`src/dshp_consts.svh`:
```
`ifndef DSHP_CONSTS_SVH
`define DSHP_CONSTS_SVH
`define DSHP_BYTE_BITS      8
`define DSHP_WORD3_BITS     9
`define DSHP_CNT_W          4
`define DSHP_FLAG_DATA      1'h1
`define DSHP_FLAG_CMD       1'h0
`define DSHP_SYNC_RST       3'h0
`define DSHP_SYNC_RST_CS    3'h7
`endif

```
`src/dshp_pkg.sv`:
```
package dshp_pkg;
   typedef enum logic {
      DSHP_FOUR_WIRE,
      DSHP_THREE_WIRE
   } dshp_mode_e;
   typedef struct packed {
      logic       is_data;
      logic [7:0] value;
   } dshp_byte_s;
endpackage

```
`src/dshp_port.sv`:
```
// Function
// - strap low four-wire, high three-wire nine-bit
// - lowest data pin clock, next data
// - four-wire: command low, data high, rising
// - capture only on rising serial clock
// - four-wire bytes shifted msb first
// - completed byte routed to ram or command
// - write only, no read-back
// - three-wire word: flag then bits seven-zero
// - flag one ram, flag zero command
// - three-wire ignores data/command pin
`timescale 1ns/1ps
`include "dshp_consts.svh"
module dshp_port
   import dshp_pkg::*;
(
   input  wire logic       clock,
   input  wire logic       sys_rst,
   input  wire logic       bus_mode_strap,
   input  wire logic       cs_n_pin,
   input  wire logic       dc_pin,
   input  wire logic       clock_pin,
   input  wire logic       data_pin,
   output logic            ram_wr_r,
   output logic            cmd_wr_r,
   output logic [7:0]      wr_byte_r,
   output logic            three_wire_r,
   output logic            data_pin_o_r,
   output logic            data_pin_oe_r,
   output logic            clock_pin_o_r,
   output logic            clock_pin_oe_r
);
   logic                   cs_n_s;
   logic                   dc_s;
   logic                   sck_rise;
   logic                   sdi_s;
   logic                   strap_s;
   logic [`DSHP_CNT_W-1:0] cnt_r;
   logic [`DSHP_CNT_W-1:0] cnt_nxt;
   logic [8:0]             shreg_r;
   logic [8:0]             shreg_nxt;
   logic                   last_bit;
   logic                   word_done;
   dshp_mode_e             mode_r;
   dshp_byte_s             done_byte;

   // index of the bit that closes a unit; three-wire adds the flag
   function automatic logic [`DSHP_CNT_W-1:0] last_index(
      input dshp_mode_e mode
   );
      int bits;
      bits = (mode == DSHP_THREE_WIRE) ? `DSHP_WORD3_BITS :
         `DSHP_BYTE_BITS;
      bits = bits - 1;
      return bits[`DSHP_CNT_W-1:0];
   endfunction

   // dc pin and leading flag share one encoding
   function automatic logic flag_is_data(
      input logic flag
   );
      return flag == `DSHP_FLAG_DATA;
   endfunction

   dshp_sync3 #(.RST_VAL(`DSHP_SYNC_RST_CS)) u_cs (
      .clock    (clock),
      .sys_rst  (sys_rst),
      .async_in (cs_n_pin),
      .level    (cs_n_s),
      .rise     ()
   );

   dshp_sync3 #(.RST_VAL(`DSHP_SYNC_RST)) u_dc (
      .clock    (clock),
      .sys_rst  (sys_rst),
      .async_in (dc_pin),
      .level    (dc_s),
      .rise     ()
   );

   // idle serial clock is low, so reset low gives no false edge
   dshp_sync3 #(.RST_VAL(`DSHP_SYNC_RST)) u_sck (
      .clock    (clock),
      .sys_rst  (sys_rst),
      .async_in (clock_pin),
      .level    (),
      .rise     (sck_rise)
   );

   // data level lags the clock edge by one clock; host setup time covers it
   dshp_sync3 #(.RST_VAL(`DSHP_SYNC_RST)) u_sdi (
      .clock    (clock),
      .sys_rst  (sys_rst),
      .async_in (data_pin),
      .level    (sdi_s),
      .rise     ()
   );

   dshp_sync3 #(.RST_VAL(`DSHP_SYNC_RST)) u_bs (
      .clock    (clock),
      .sys_rst  (sys_rst),
      .async_in (bus_mode_strap),
      .level    (strap_s),
      .rise     ()
   );

   // mode follows the strap only between transfers, so a glitch
   // on the strap never splits a word
   always_ff @(posedge clock) begin
      if (sys_rst) begin
         mode_r <= DSHP_FOUR_WIRE;
      end else if (cs_n_s) begin
         mode_r <= strap_s ? DSHP_THREE_WIRE : DSHP_FOUR_WIRE;
      end
   end

   assign last_bit  = (cnt_r == last_index(mode_r));
   assign word_done = !cs_n_s && sck_rise && last_bit;

   always_comb begin
      cnt_nxt = cnt_r;
      if (cs_n_s) begin
         cnt_nxt = '0;
      end else if (sck_rise) begin
         cnt_nxt = last_bit ? '0 : cnt_r + 1'h1;
      end
   end

   // stale bits stay behind; the counter alone frames a unit
   always_comb begin
      shreg_nxt = shreg_r;
      if (!cs_n_s && sck_rise) begin
         shreg_nxt = {shreg_r[7:0], sdi_s};
      end
   end

   always_ff @(posedge clock) begin
      if (sys_rst) begin
         cnt_r <= '0;
      end else begin
         cnt_r <= cnt_nxt;
      end
   end

   always_ff @(posedge clock) begin
      if (sys_rst) begin
         shreg_r <= '0;
      end else begin
         shreg_r <= shreg_nxt;
      end
   end

   // three-wire: bit 8 of shreg is the leading flag; dc pin unused
   always_comb begin
      done_byte.value = shreg_nxt[7:0];
      if (mode_r == DSHP_THREE_WIRE) begin
         done_byte.is_data = flag_is_data(shreg_nxt[8]);
      end else begin
         done_byte.is_data = flag_is_data(dc_s);
      end
   end

   // strobes rise on the same edge the last bit lands in shreg
   always_ff @(posedge clock) begin
      if (sys_rst) begin
         ram_wr_r <= 1'h0;
      end else begin
         ram_wr_r <= word_done && done_byte.is_data;
      end
   end

   always_ff @(posedge clock) begin
      if (sys_rst) begin
         cmd_wr_r <= 1'h0;
      end else begin
         cmd_wr_r <= word_done && !done_byte.is_data;
      end
   end

   // byte holds until the next unit, so slow sinks can lag
   always_ff @(posedge clock) begin
      if (sys_rst) begin
         wr_byte_r <= 8'h00;
      end else if (word_done) begin
         wr_byte_r <= done_byte.value;
      end
   end

   always_ff @(posedge clock) begin
      if (sys_rst) begin
         three_wire_r <= 1'h0;
      end else begin
         three_wire_r <= (mode_r == DSHP_THREE_WIRE);
      end
   end

   // pins are receive only; the host never gets a read-back
   always_ff @(posedge clock) begin
      if (sys_rst) begin
         data_pin_o_r <= 1'h0;
      end else begin
         data_pin_o_r <= 1'h0;
      end
   end

   always_ff @(posedge clock) begin
      if (sys_rst) begin
         data_pin_oe_r <= 1'h0;
      end else begin
         data_pin_oe_r <= 1'h0;
      end
   end

   always_ff @(posedge clock) begin
      if (sys_rst) begin
         clock_pin_o_r <= 1'h0;
      end else begin
         clock_pin_o_r <= 1'h0;
      end
   end

   always_ff @(posedge clock) begin
      if (sys_rst) begin
         clock_pin_oe_r <= 1'h0;
      end else begin
         clock_pin_oe_r <= 1'h0;
      end
   end
endmodule

```
`src/dshp_sync3.sv`:
```
`timescale 1ns/1ps
`include "dshp_consts.svh"
module dshp_sync3 #(
   parameter logic [2:0] RST_VAL = 3'h0
) (
   input  wire logic clock,
   input  wire logic sys_rst,
   input  wire logic async_in,
   output logic      level,
   output logic      rise
);
   logic [2:0] sh_r;
   logic       level_r;
   // stage 0 feeds only stage 1
   always_ff @(posedge clock) begin
      if (sys_rst) begin
         sh_r <= RST_VAL;
      end else begin
         sh_r <= {sh_r[1:0], async_in};
      end
   end
   // a change counts once stages 1 and 2 agree
   always_ff @(posedge clock) begin
      if (sys_rst) begin
         level_r <= RST_VAL[2];
      end else if (sh_r[1] == sh_r[2]) begin
         level_r <= sh_r[2];
      end
   end
   assign rise  = (sh_r[1] == sh_r[2]) && sh_r[2] && !level_r;
   assign level = level_r;
endmodule

```
`config.mk`:
```
export PLATFORM = sky130hd
export DESIGN_NAME = dshp_port
export DESIGN_NICKNAME = d
export VERILOG_FILES = /design/src/dshp_pkg.sv /design/src/dshp_port.sv /design/src/dshp_sync3.sv
export VERILOG_INCLUDE_DIRS = /design/src
export SDC_FILE = /design/constraint.sdc
export NUM_CORES = 1
export LEC_CHECK = 0
export BUFFER_PORTS_ARGS = -buffer_cell sky130_fd_sc_hd__buf_4
export CAP_MARGIN = 5
export CORE_AREA = 2 2 61 63
export DETAILED_ROUTE_END_ITERATION = 8
export DIE_AREA = 0 0 63 65
export HOLD_SLACK_MARGIN = 0.1
export PLACE_DENSITY = 0.84
export SYNTH_ARGS = -nofsm -noshare
export SYNTH_HDL_FRONTEND = slang
export SYNTH_SLANG_ARGS = --single-unit
```
`constraint.sdc`:
```
create_clock -name clock -period 1.4 [get_ports clock]
set_input_delay 0.21 -clock clock [delete_from_list [all_inputs] [get_ports clock]]
set_output_delay 0.21 -clock clock [all_outputs]
set_load 0.005 [all_outputs]
```
Word-level counts from Yosys, hierarchy flattened
Cells that the tools add are included.

Add/sub/neg operators: 2. $mul: 0. Divide/modulo/power cells: 0. $lt $le $gt $ge: 0. Equality and inequality tests: 6. Shift-type cells: 0. Multiplexer cells: 5. Bitwise gates (word level): 0. Reduce and logical (&&, ||, !) cells: 10.

Operator list (number): $mux 9 (1); $logic_and 1x1->1 (6); $eq 1x1->1 (5); $add 4x1->4 const B (1); $eq 4x4->1 (1); $mux 4 (1); $sub 4x1->4 const B (1); $logic_not 1->1 (3); $mux 1 (3); $reduce_or 2->1 (1).

Bits in registers: 45. Bits in latches: 0. RAM bits: 0. Bits in read-only memories: 0. Input port bits: 7. Output and inout port bits: 15. Memories: 0.

Depth between registers and ports, before layout
Gate-level depths: netlist of run 1.

Word-level depth: 8. Mapped depth: 7. Mapped depth without buffers: 5.

By module
A second synthesis of run 1 with hierarchy kept.

Cells, all modules: 174. Area total of the unflattened synthesis: 1752.9 µm².

Modules (own cells, without submodules): dshp_port (instances 1, cells an instance 119, area each 1094.8 µm²); dshp_sync3 (u_bs ...) (instances 4, cells an instance 11, area each 131.4 µm²); dshp_sync3 (u_cs) (instances 1, cells an instance 11, area each 132.6 µm²).

Worst setup path after synthesis of run 1
Ideal clock, no wire load.

Kind: register to register. Start point: register u_sck.sh_r[2]. End point: register wr_byte_r[0]. Setup time: 72 ps. Data arrival time: 1375 ps. Required time: 1328 ps. Setup slack: -46 ps. Cell stages (with the launch flop): 8. Path buffers: 2. Cells stage by stage: dfxtp_1 ha_1 nand2b_1 buf_2 or2_1 buf_2 nor2_8 mux2i_1.

Cells in the longest elaborated chain, start to end: 5. Elaborated cells between the ends (all ways): 6.

RTL lines: from (decl) (RTL line dshp_sync3.sv:12) `logic [2:0] sh_r;`; from (signal assigned) (RTL line dshp_sync3.sv:19) `sh_r <= {sh_r[1:0], async_in};`; $eq 1x1->1 (RTL line dshp_sync3.sv:30) `assign rise = (sh_r[1] == sh_r[2]) && sh_r[2] && !level_r;`; $logic_and 1x1->1 (*) (2 in series) (RTL line dshp_sync3.sv:30); $logic_and 1x1->1 (*) (RTL line dshp_port.sv:118, dshp_port.sv:132); $mux 9 or $logic_and 1x1->1 (tied branches) (RTL line dshp_port.sv:132, dshp_port.sv:118); to (signal assigned) (RTL line dshp_port.sv:185) `wr_byte_r <= done_byte.value;`; to (decl) (RTL line dshp_port.sv:26) `output logic [7:0] wr_byte_r,`.

Mark *: on every way between the ends. The rest lies on a longest branch, timed or not. A chain may end at the register's enable or synchronous reset.

Worst setup path after layout of run 1
Start point: register u_sck.sh_r[1]. End point: register ram_wr_r.

Cells in the longest elaborated chain, start to end: 7. Elaborated cells between the ends (all ways): 8.

RTL lines: $eq 1x1->1 (*) (RTL line dshp_sync3.sv:30); $logic_and 1x1->1 (*) (2 in series) (RTL line dshp_sync3.sv:30); $logic_and 1x1->1 (*) (RTL line dshp_port.sv:118, dshp_port.sv:132); $mux 9 (RTL line dshp_port.sv:132) `if (!cs_n_s && sck_rise) begin`; $mux 1 (RTL line dshp_port.sv:156) `if (mode_r == DSHP_THREE_WIRE) begin`; $logic_and 1x1->1 (*) (RTL line dshp_port.sv:168) `ram_wr_r <= word_done && done_byte.is_data;`; to (signal assigned) (RTL line dshp_port.sv:168); to (decl) (RTL line dshp_port.sv:24) `output logic ram_wr_r,`.

Marks and branches as above.

==> run metrics, run 1 <==
total CTS buffers=5; critical path class=flip-flop to flip-flop; Overflow after GRT=0; Synth area leaders=dfxtp_1, mux2i_1, nand2b_1, nor2b_1, nand2_1; post-route cell area=between 2000 and 2500 um2; CTS H-tree depth=2; Residual DRC=0; Die Height=~65 um; Post-Synth Adder-Cell Area=about 1.5%; Placed Area=around 1900 um2; Tmin final=between 1000 and 1500 ps; CORE AREA=between 3000 and 4000 um2; die width=63 um; GRT Resource Usage Total=13.9%; Synth Instances=170; dominant combinational cell family by area after synthesis=simple AND/OR/NAND/NOR gates; CTS Root Cell=clkbuf_4; detail-routed via count per cell=4.63; final WL=2650 um; number of synthesized flops with an enable pin=0; Cell Pwr Density=about 1000 nW/um2; Detail Placement HPWL=between 1500 and 2000 um; area leader, netlist=dfxtp_1; largest net degree at the start of global routing=48; Synth top area share=between 50% and 60%; unrepaired setup endpoints after global routing=yes; ANT cells=0; Starting Density=a little under half; CP Launch Type=flip-flop; most common cell in the synthesized netlist=dfxtp_1; area growth from synthesis to layout=24.8%; drt first-iter violations=29; die area=4100 um2; Pins Over Slew Limit=0; Syn. warnings=0; max-cap viol count=0; endpoints failing hold=0; Hold/Removal Path Class=input pin to flip-flop; run status=finished clean; Post-Layout Cell Count=around 250; CTS tree=built; period utilization=97.5%; peak fanout along the critical path=2; Leak=between 0.0008 and 0.0009 uW; Critical Path Sink Type=flip-flop; Cell variety after synth=26; syn_area_per_cell=9.87 um2; Synth Area in Simple Gates=25.2%; vias in the first global route=~1100; Final Setup Violations=0; post-synthesis mux area share=7.16%; PortBufs=17; Seq cells post-synth=45; clk sinks=45; Fillers=between 300 and 400; Antenna Nets Post-Route=0; # rows=22; initial antenna violation count=0; Inst Count DP=234; Compound-Gate Fraction of Synth Area=roughly 8.5%; xor/xnor share of the synthesized area=0%; global-route wire length before repair=4490 um; DR WL/cell=approximately 11 um; clk_lat worst skew=about 360 ps; Fin Hold WS=between 200 and 250 ps; Worst Path Arrival=1630 ps; cell area after synthesis=roughly 1700 um2; Max VDD drop=between 0.6 and 0.7 mV; routed vias=about 1200; ratio of cells with drive above 1 in the final layout=approximately 28%; Setup Skew=12.7 ps; I/O pins=22; Worst EP required=1660 ps; fmax=between 700 and 800 MHz; Post-synth top flop=dfxtp_1; GP Congestion=about 0.67; clock transition at the registers of the reported paths=roughly 140 ps; Commonest cells post-synth=dfxtp_1, nand2_1, nand2b_1; Seq/Total Area, Yosys=a little over half; setup tns final=0 ps; maximum root-to-sink buffer count=2; ys async rst share=0%; DRT Pass-1 Iters=4; Nets=between 200 and 250
critical path: stages, from the launching register on:
cell and delay [ps]:
dfxtp_2 370, ha_4 160, nor3b_4 210, mux2i_1 250, a21oi_1 130, nor2b_2 160
power by group:
| part | internal [uW] | total (uW) | switching (uW) |
|---|---|---|---|
| sequential | 1300 | 1300 | 7.77 |
| clock | 301 | 719 | 418 |
| combinational | 46.1 | 75.8 | 29.7 |
| total | 1640 | 2100 | 455 |
routing by layer:
| metal | share of wire [%] | vias up | track usage, % |
|---|---|---|---|
| li1 | - | 610 | - |
| met4 | 1.9 | 0 | 6.67 |
| met2 | 47 | 18 | 23.9 |
| met1 | 47 | 517 | 15.5 |
| met3 | 3.6 | 7 | 4.69 |
| met5 | 0 | - | 0 |
timing repair:
| action | CTS | global route |
|---|---|---|
| gates resized for setup | 3 | 13 |
| buffers inserted | 0 | 2 |
| hold buffers | 5 | 0 |
| endpoints found under the hold margin | 5 | 0 |
| endpoints found under the setup margin | 3 | 10 |
| pin swaps | 2 | 5 |
layout make-up:
| class | instances | area [um2] | area share, % |
|---|---|---|---|
| clock inverters | 1 | 8.76 | 0.418 |
| inverters | 1 | 3.75 | 0.179 |
| flip-flops and latches | 45 | 912 | 43.6 |
| well taps | 48 | 60.1 | 2.87 |
| clock buffers | 7 | 65.1 | 3.11 |
| repair buffers | 31 | 262 | 12.5 |
| multi-input cells | 116 | 782 | 37.4 |
cell usage in the layout, fill, tap and decap left out, types with 2 or more instances in the layout:
cell type      instances
nor2b_1               13
mux2i_1               12
dfxtp_1               38
clkbuf_8               2
o21ai_0                5
dfxtp_2                6
nand2b_1              16
or2_2                  3
nand2_1               22
clkbuf_4               5
dlygate4sd3_1          5
conb_1                 4
a21oi_1               15
nor2_1                 8
buf_4                 24
worst paths after layout:
check                 from           end  slack (ps)  cells after the start
max          u_sck.sh_r[1]      ram_wr_r          40                      5
max reg2reg  u_sck.sh_r[1]      ram_wr_r          40                      5
min reg2reg   u_cs.sh_r[0]  u_cs.sh_r[1]         430                      1
min                sys_rst    shreg_r[2]         230                      3
stage by stage:
stage,utilization [%],power (uW),worst slack (ps)
global placement,54.0,1400,20.8
detailed placement,54.0,1400,0.282
floorplan,-,1380,-29.7
finish,59.9,2100,35.2
CTS,57.9,2130,-6.31
global route,59.9,2190,-52.4
registers in the layout (all words and copies together) (netlist names):
| register | cells |
|---|---|
| u_sdi.level | 1 |
| u_bs.sh_r | 3 |
| u_sck.sh_r | 3 |
| shreg_r | 9 |
| u_cs.sh_r | 3 |
| wr_byte_r | 8 |
| ram_wr_r | 1 |
| u_dc.sh_r | 3 |
| cnt_r | 4 |
| cmd_wr_r | 1 |
| mode_r | 1 |
| u_dc.level | 1 |
| u_bs.level | 1 |
| u_cs.level | 1 |
| three_wire_r | 1 |
| u_sck.level | 1 |
| u_sdi.sh_r | 3 |
logic make-up (layout without fill, tap and decap cells):
| group | Yosys count | count (layout) |
|---|---|---|
| simple gates | 74 | 74 |
| flops | 45 | 45 |
| compound gates | 24 | 24 |
| mux | 12 | 12 |
| buf+inv | 12 | 40 |
| fa+ha+maj | 2 | 2 |
| other cells | 1 | 4 |
Note: power is estimated with default switching activity, not from simulation.
==> inputs of run 2 (changes only) <==
--- a/config.mk
+++ b/config.mk
@@ -8,11 +8,11 @@
 export LEC_CHECK = 0
 export BUFFER_PORTS_ARGS = -buffer_cell sky130_fd_sc_hd__buf_4
 export CAP_MARGIN = 5
-export CORE_AREA = 2 2 61 63
+export CORE_AREA = 2 2 65 67
 export DETAILED_ROUTE_END_ITERATION = 8
-export DIE_AREA = 0 0 63 65
+export DIE_AREA = 0 0 67 69
 export HOLD_SLACK_MARGIN = 0.1
-export PLACE_DENSITY = 0.84
+export PLACE_DENSITY = 0.74
 export SYNTH_ARGS = -nofsm -noshare
 export SYNTH_HDL_FRONTEND = slang
 export SYNTH_SLANG_ARGS = --single-unit
==> constraint.sdc (replaced) <==
create_clock -name clock -period 1.7 [get_ports clock]
set_input_delay 0.255 -clock clock [delete_from_list [all_inputs] [get_ports clock]]
set_output_delay 0.255 -clock clock [all_outputs]
set_load 0.005 [all_outputs]
==> run metrics, run 2 (same netlist as run 1, synthesis figures left out) <==
critical path class=flip-flop to flip-flop; Nets=198 (-5.3%); Die Height=69 um (+6.2%); Setup Skew=6.99 ps (-5.74 ps); CP Launch Type=flip-flop; Worst EP required=1920 ps (+260 ps); Pins Over Slew Limit=0 (unchanged); vias in the first global route=990 (-6.3%); die area=4620 um2 (+13%); Worst path depth=5 (unchanged); critical path's slowest cell=or2_1; post-CTS sizing=0 (-3); endpoints failing hold=0 (unchanged); GP Congestion=0.699 (+3.8%); DR WL/cell=9.86 um (-7.5%); Biggest register=shreg_r; unrepaired setup endpoints after global routing=no; largest net degree at the start of global routing=48 (unchanged); die width=67 um (+6.3%); Worst Path Arrival=1700 ps (+70 ps); CORE AREA=3910 um2 (+12%); clock transition at the registers of the reported paths=80 ps (-60 ps); crit-path cells=ha_1 > nand2b_1 > or2_1 > nor2_8 > mux2i_1; Overflow after GRT=0 (unchanged); Placed Area=1840 um2 (-2.4%); FF-to-FF path depth=5 (unchanged); CP bufs+invs=0 (unchanged); period utilization=87.1% (-10 points); commonest non-fill, non-tap cell in the layout=dfxtp_1; Residual DRC=0 (unchanged); Final Setup Violations=0 (unchanged); Fin Hold WS=140 ps (-93.4 ps); Max VDD drop=0.490 mV (-30%); max FFs per register=9 (unchanged); detail-routed via count per cell=4.58 (-1.0%); area growth from synthesis to layout=16.5%; # rows=23 (+4.5%); ANT cells=0 (unchanged); post-CTS setup buffers=0 (unchanged); maximum root-to-sink buffer count=2 (unchanged); global-route wire length before repair=4100 um (-8.6%); cell family with most CP delay=simple AND/OR/NAND/NOR gates; fmax=675 MHz (-7.9%); peak fanout along the critical path=9 (+7); Cell Pwr Density=976 nW/um2 (-2.7%); DRT Pass-1 Iters=4 (unchanged); clk_lat worst skew=300 ps (-60 ps); Antenna Nets Post-Route=0 (unchanged); initial antenna violation count=0 (unchanged); WHS Endpoint=u_cs.sh_r[0]; GRT Resource Usage Total=11.5% (-2.4 points); Hold/Removal Path Class=input pin to flip-flop; drt first-iter violations=55 (+90%); hold_sp=cs_n_pin; top flop regs=shreg_r x9, wr_byte_r x8, cnt_r x4; hold buffer count at CTS=0 (-5); setup tns final=0 ps (unchanged); DP Worst Slack=218 ps (+218 ps); most frequent cells in the layout=dfxtp_1, nand2_1, buf_4; clk sinks=45 (unchanged); reg2reg start=u_sck.sh_r[1]; Leak=0.000748 uW (-6.5%); Tmin final=1480 ps (+117 ps); Detail Placement HPWL=1590 um (-2.8%); Reg2Reg Setup Slack=220 ps (+180 ps); CTS Root Cell=clkbuf_8; post-route cell area=1950 um2 (-6.6%); Crit path largest cell delay=370 ps (about the same); ratio of cells with drive above 1 in the final layout=17.9% (-10 points); Starting Density=42.9% (-5.1 points); Hold Path Depth=2 (-1); Critical Path Sink Type=flip-flop; I/O pins=22 (unchanged); PortBufs=17 (unchanged); final WL=2370 um (-11%); reg-to-reg endpoint=wr_byte_r[0]; routed vias=1099 (-4.6%); CTS tree=built; max-cap viol count=0 (unchanged); run status=finished clean; total CTS buffers=5 (unchanged); slack of the critical path=218 ps (+183 ps); CTS H-tree depth=2 (unchanged)
[run 2: changes by cell type in the layout (fill, tap and decap cells not counted), sizes merged]
cell / delta
bufinv: +1
clkbuf: -1
dlygate4sd3: -5
buf: -6
inv: -1
clkinv: +1
[run 2: per-stage QoR]
step	cells	power, uW	util (%)
floorplan	173	1140	-
global placement	232	1150	47.1
detailed placement	232	1150	47.1
CTS	240	1930	49.9
global route	240	1980	49.9
finish	240	1910	49.9
[run 2: routing by layer]
metal	vias to the layer above	wire length (um)	share of wire (%)	global-route usage, %
met5	-	0	0	0
met4	0	72	3.0	7.48
met3	7	120	5.1	2.94
met2	24	1000	42	17.3
met1	486	1170	49	14.3
li1	582	-	-	-
[run 2: worst max path at each step]
stage                              from            to  slack, ps
final                     u_sck.sh_r[1]  wr_byte_r[0]        220
after global routing      u_sck.sh_r[1]  wr_byte_r[0]         80
after CTS                 u_sck.sh_r[1]  wr_byte_r[0]        200
after detailed placement  u_sck.sh_r[2]  wr_byte_r[0]        220
after global placement    u_sck.sh_r[2]  wr_byte_r[1]        270
after floorplan           u_sck.sh_r[2]  wr_byte_r[0]        250
[run 2: layout make-up]
type	count	area, um2
fillers	388	1960
inverters	1	3.75
flip-flops and latches	45	901
repair buffers	20	150
multi-input cells	116	726
clock inverters	2	38.8
clock buffers	6	72.6
well taps	50	62.6
[run 2: where the power goes]
group	total [uW]	leakage, uW	internal (uW)	switching, uW
clock	786	0.0000554	441	346
sequential	1070	0.000365	1070	5.72
combinational	47.2	0.000327	25.9	21.3
total	1910	0.000748	1530	373
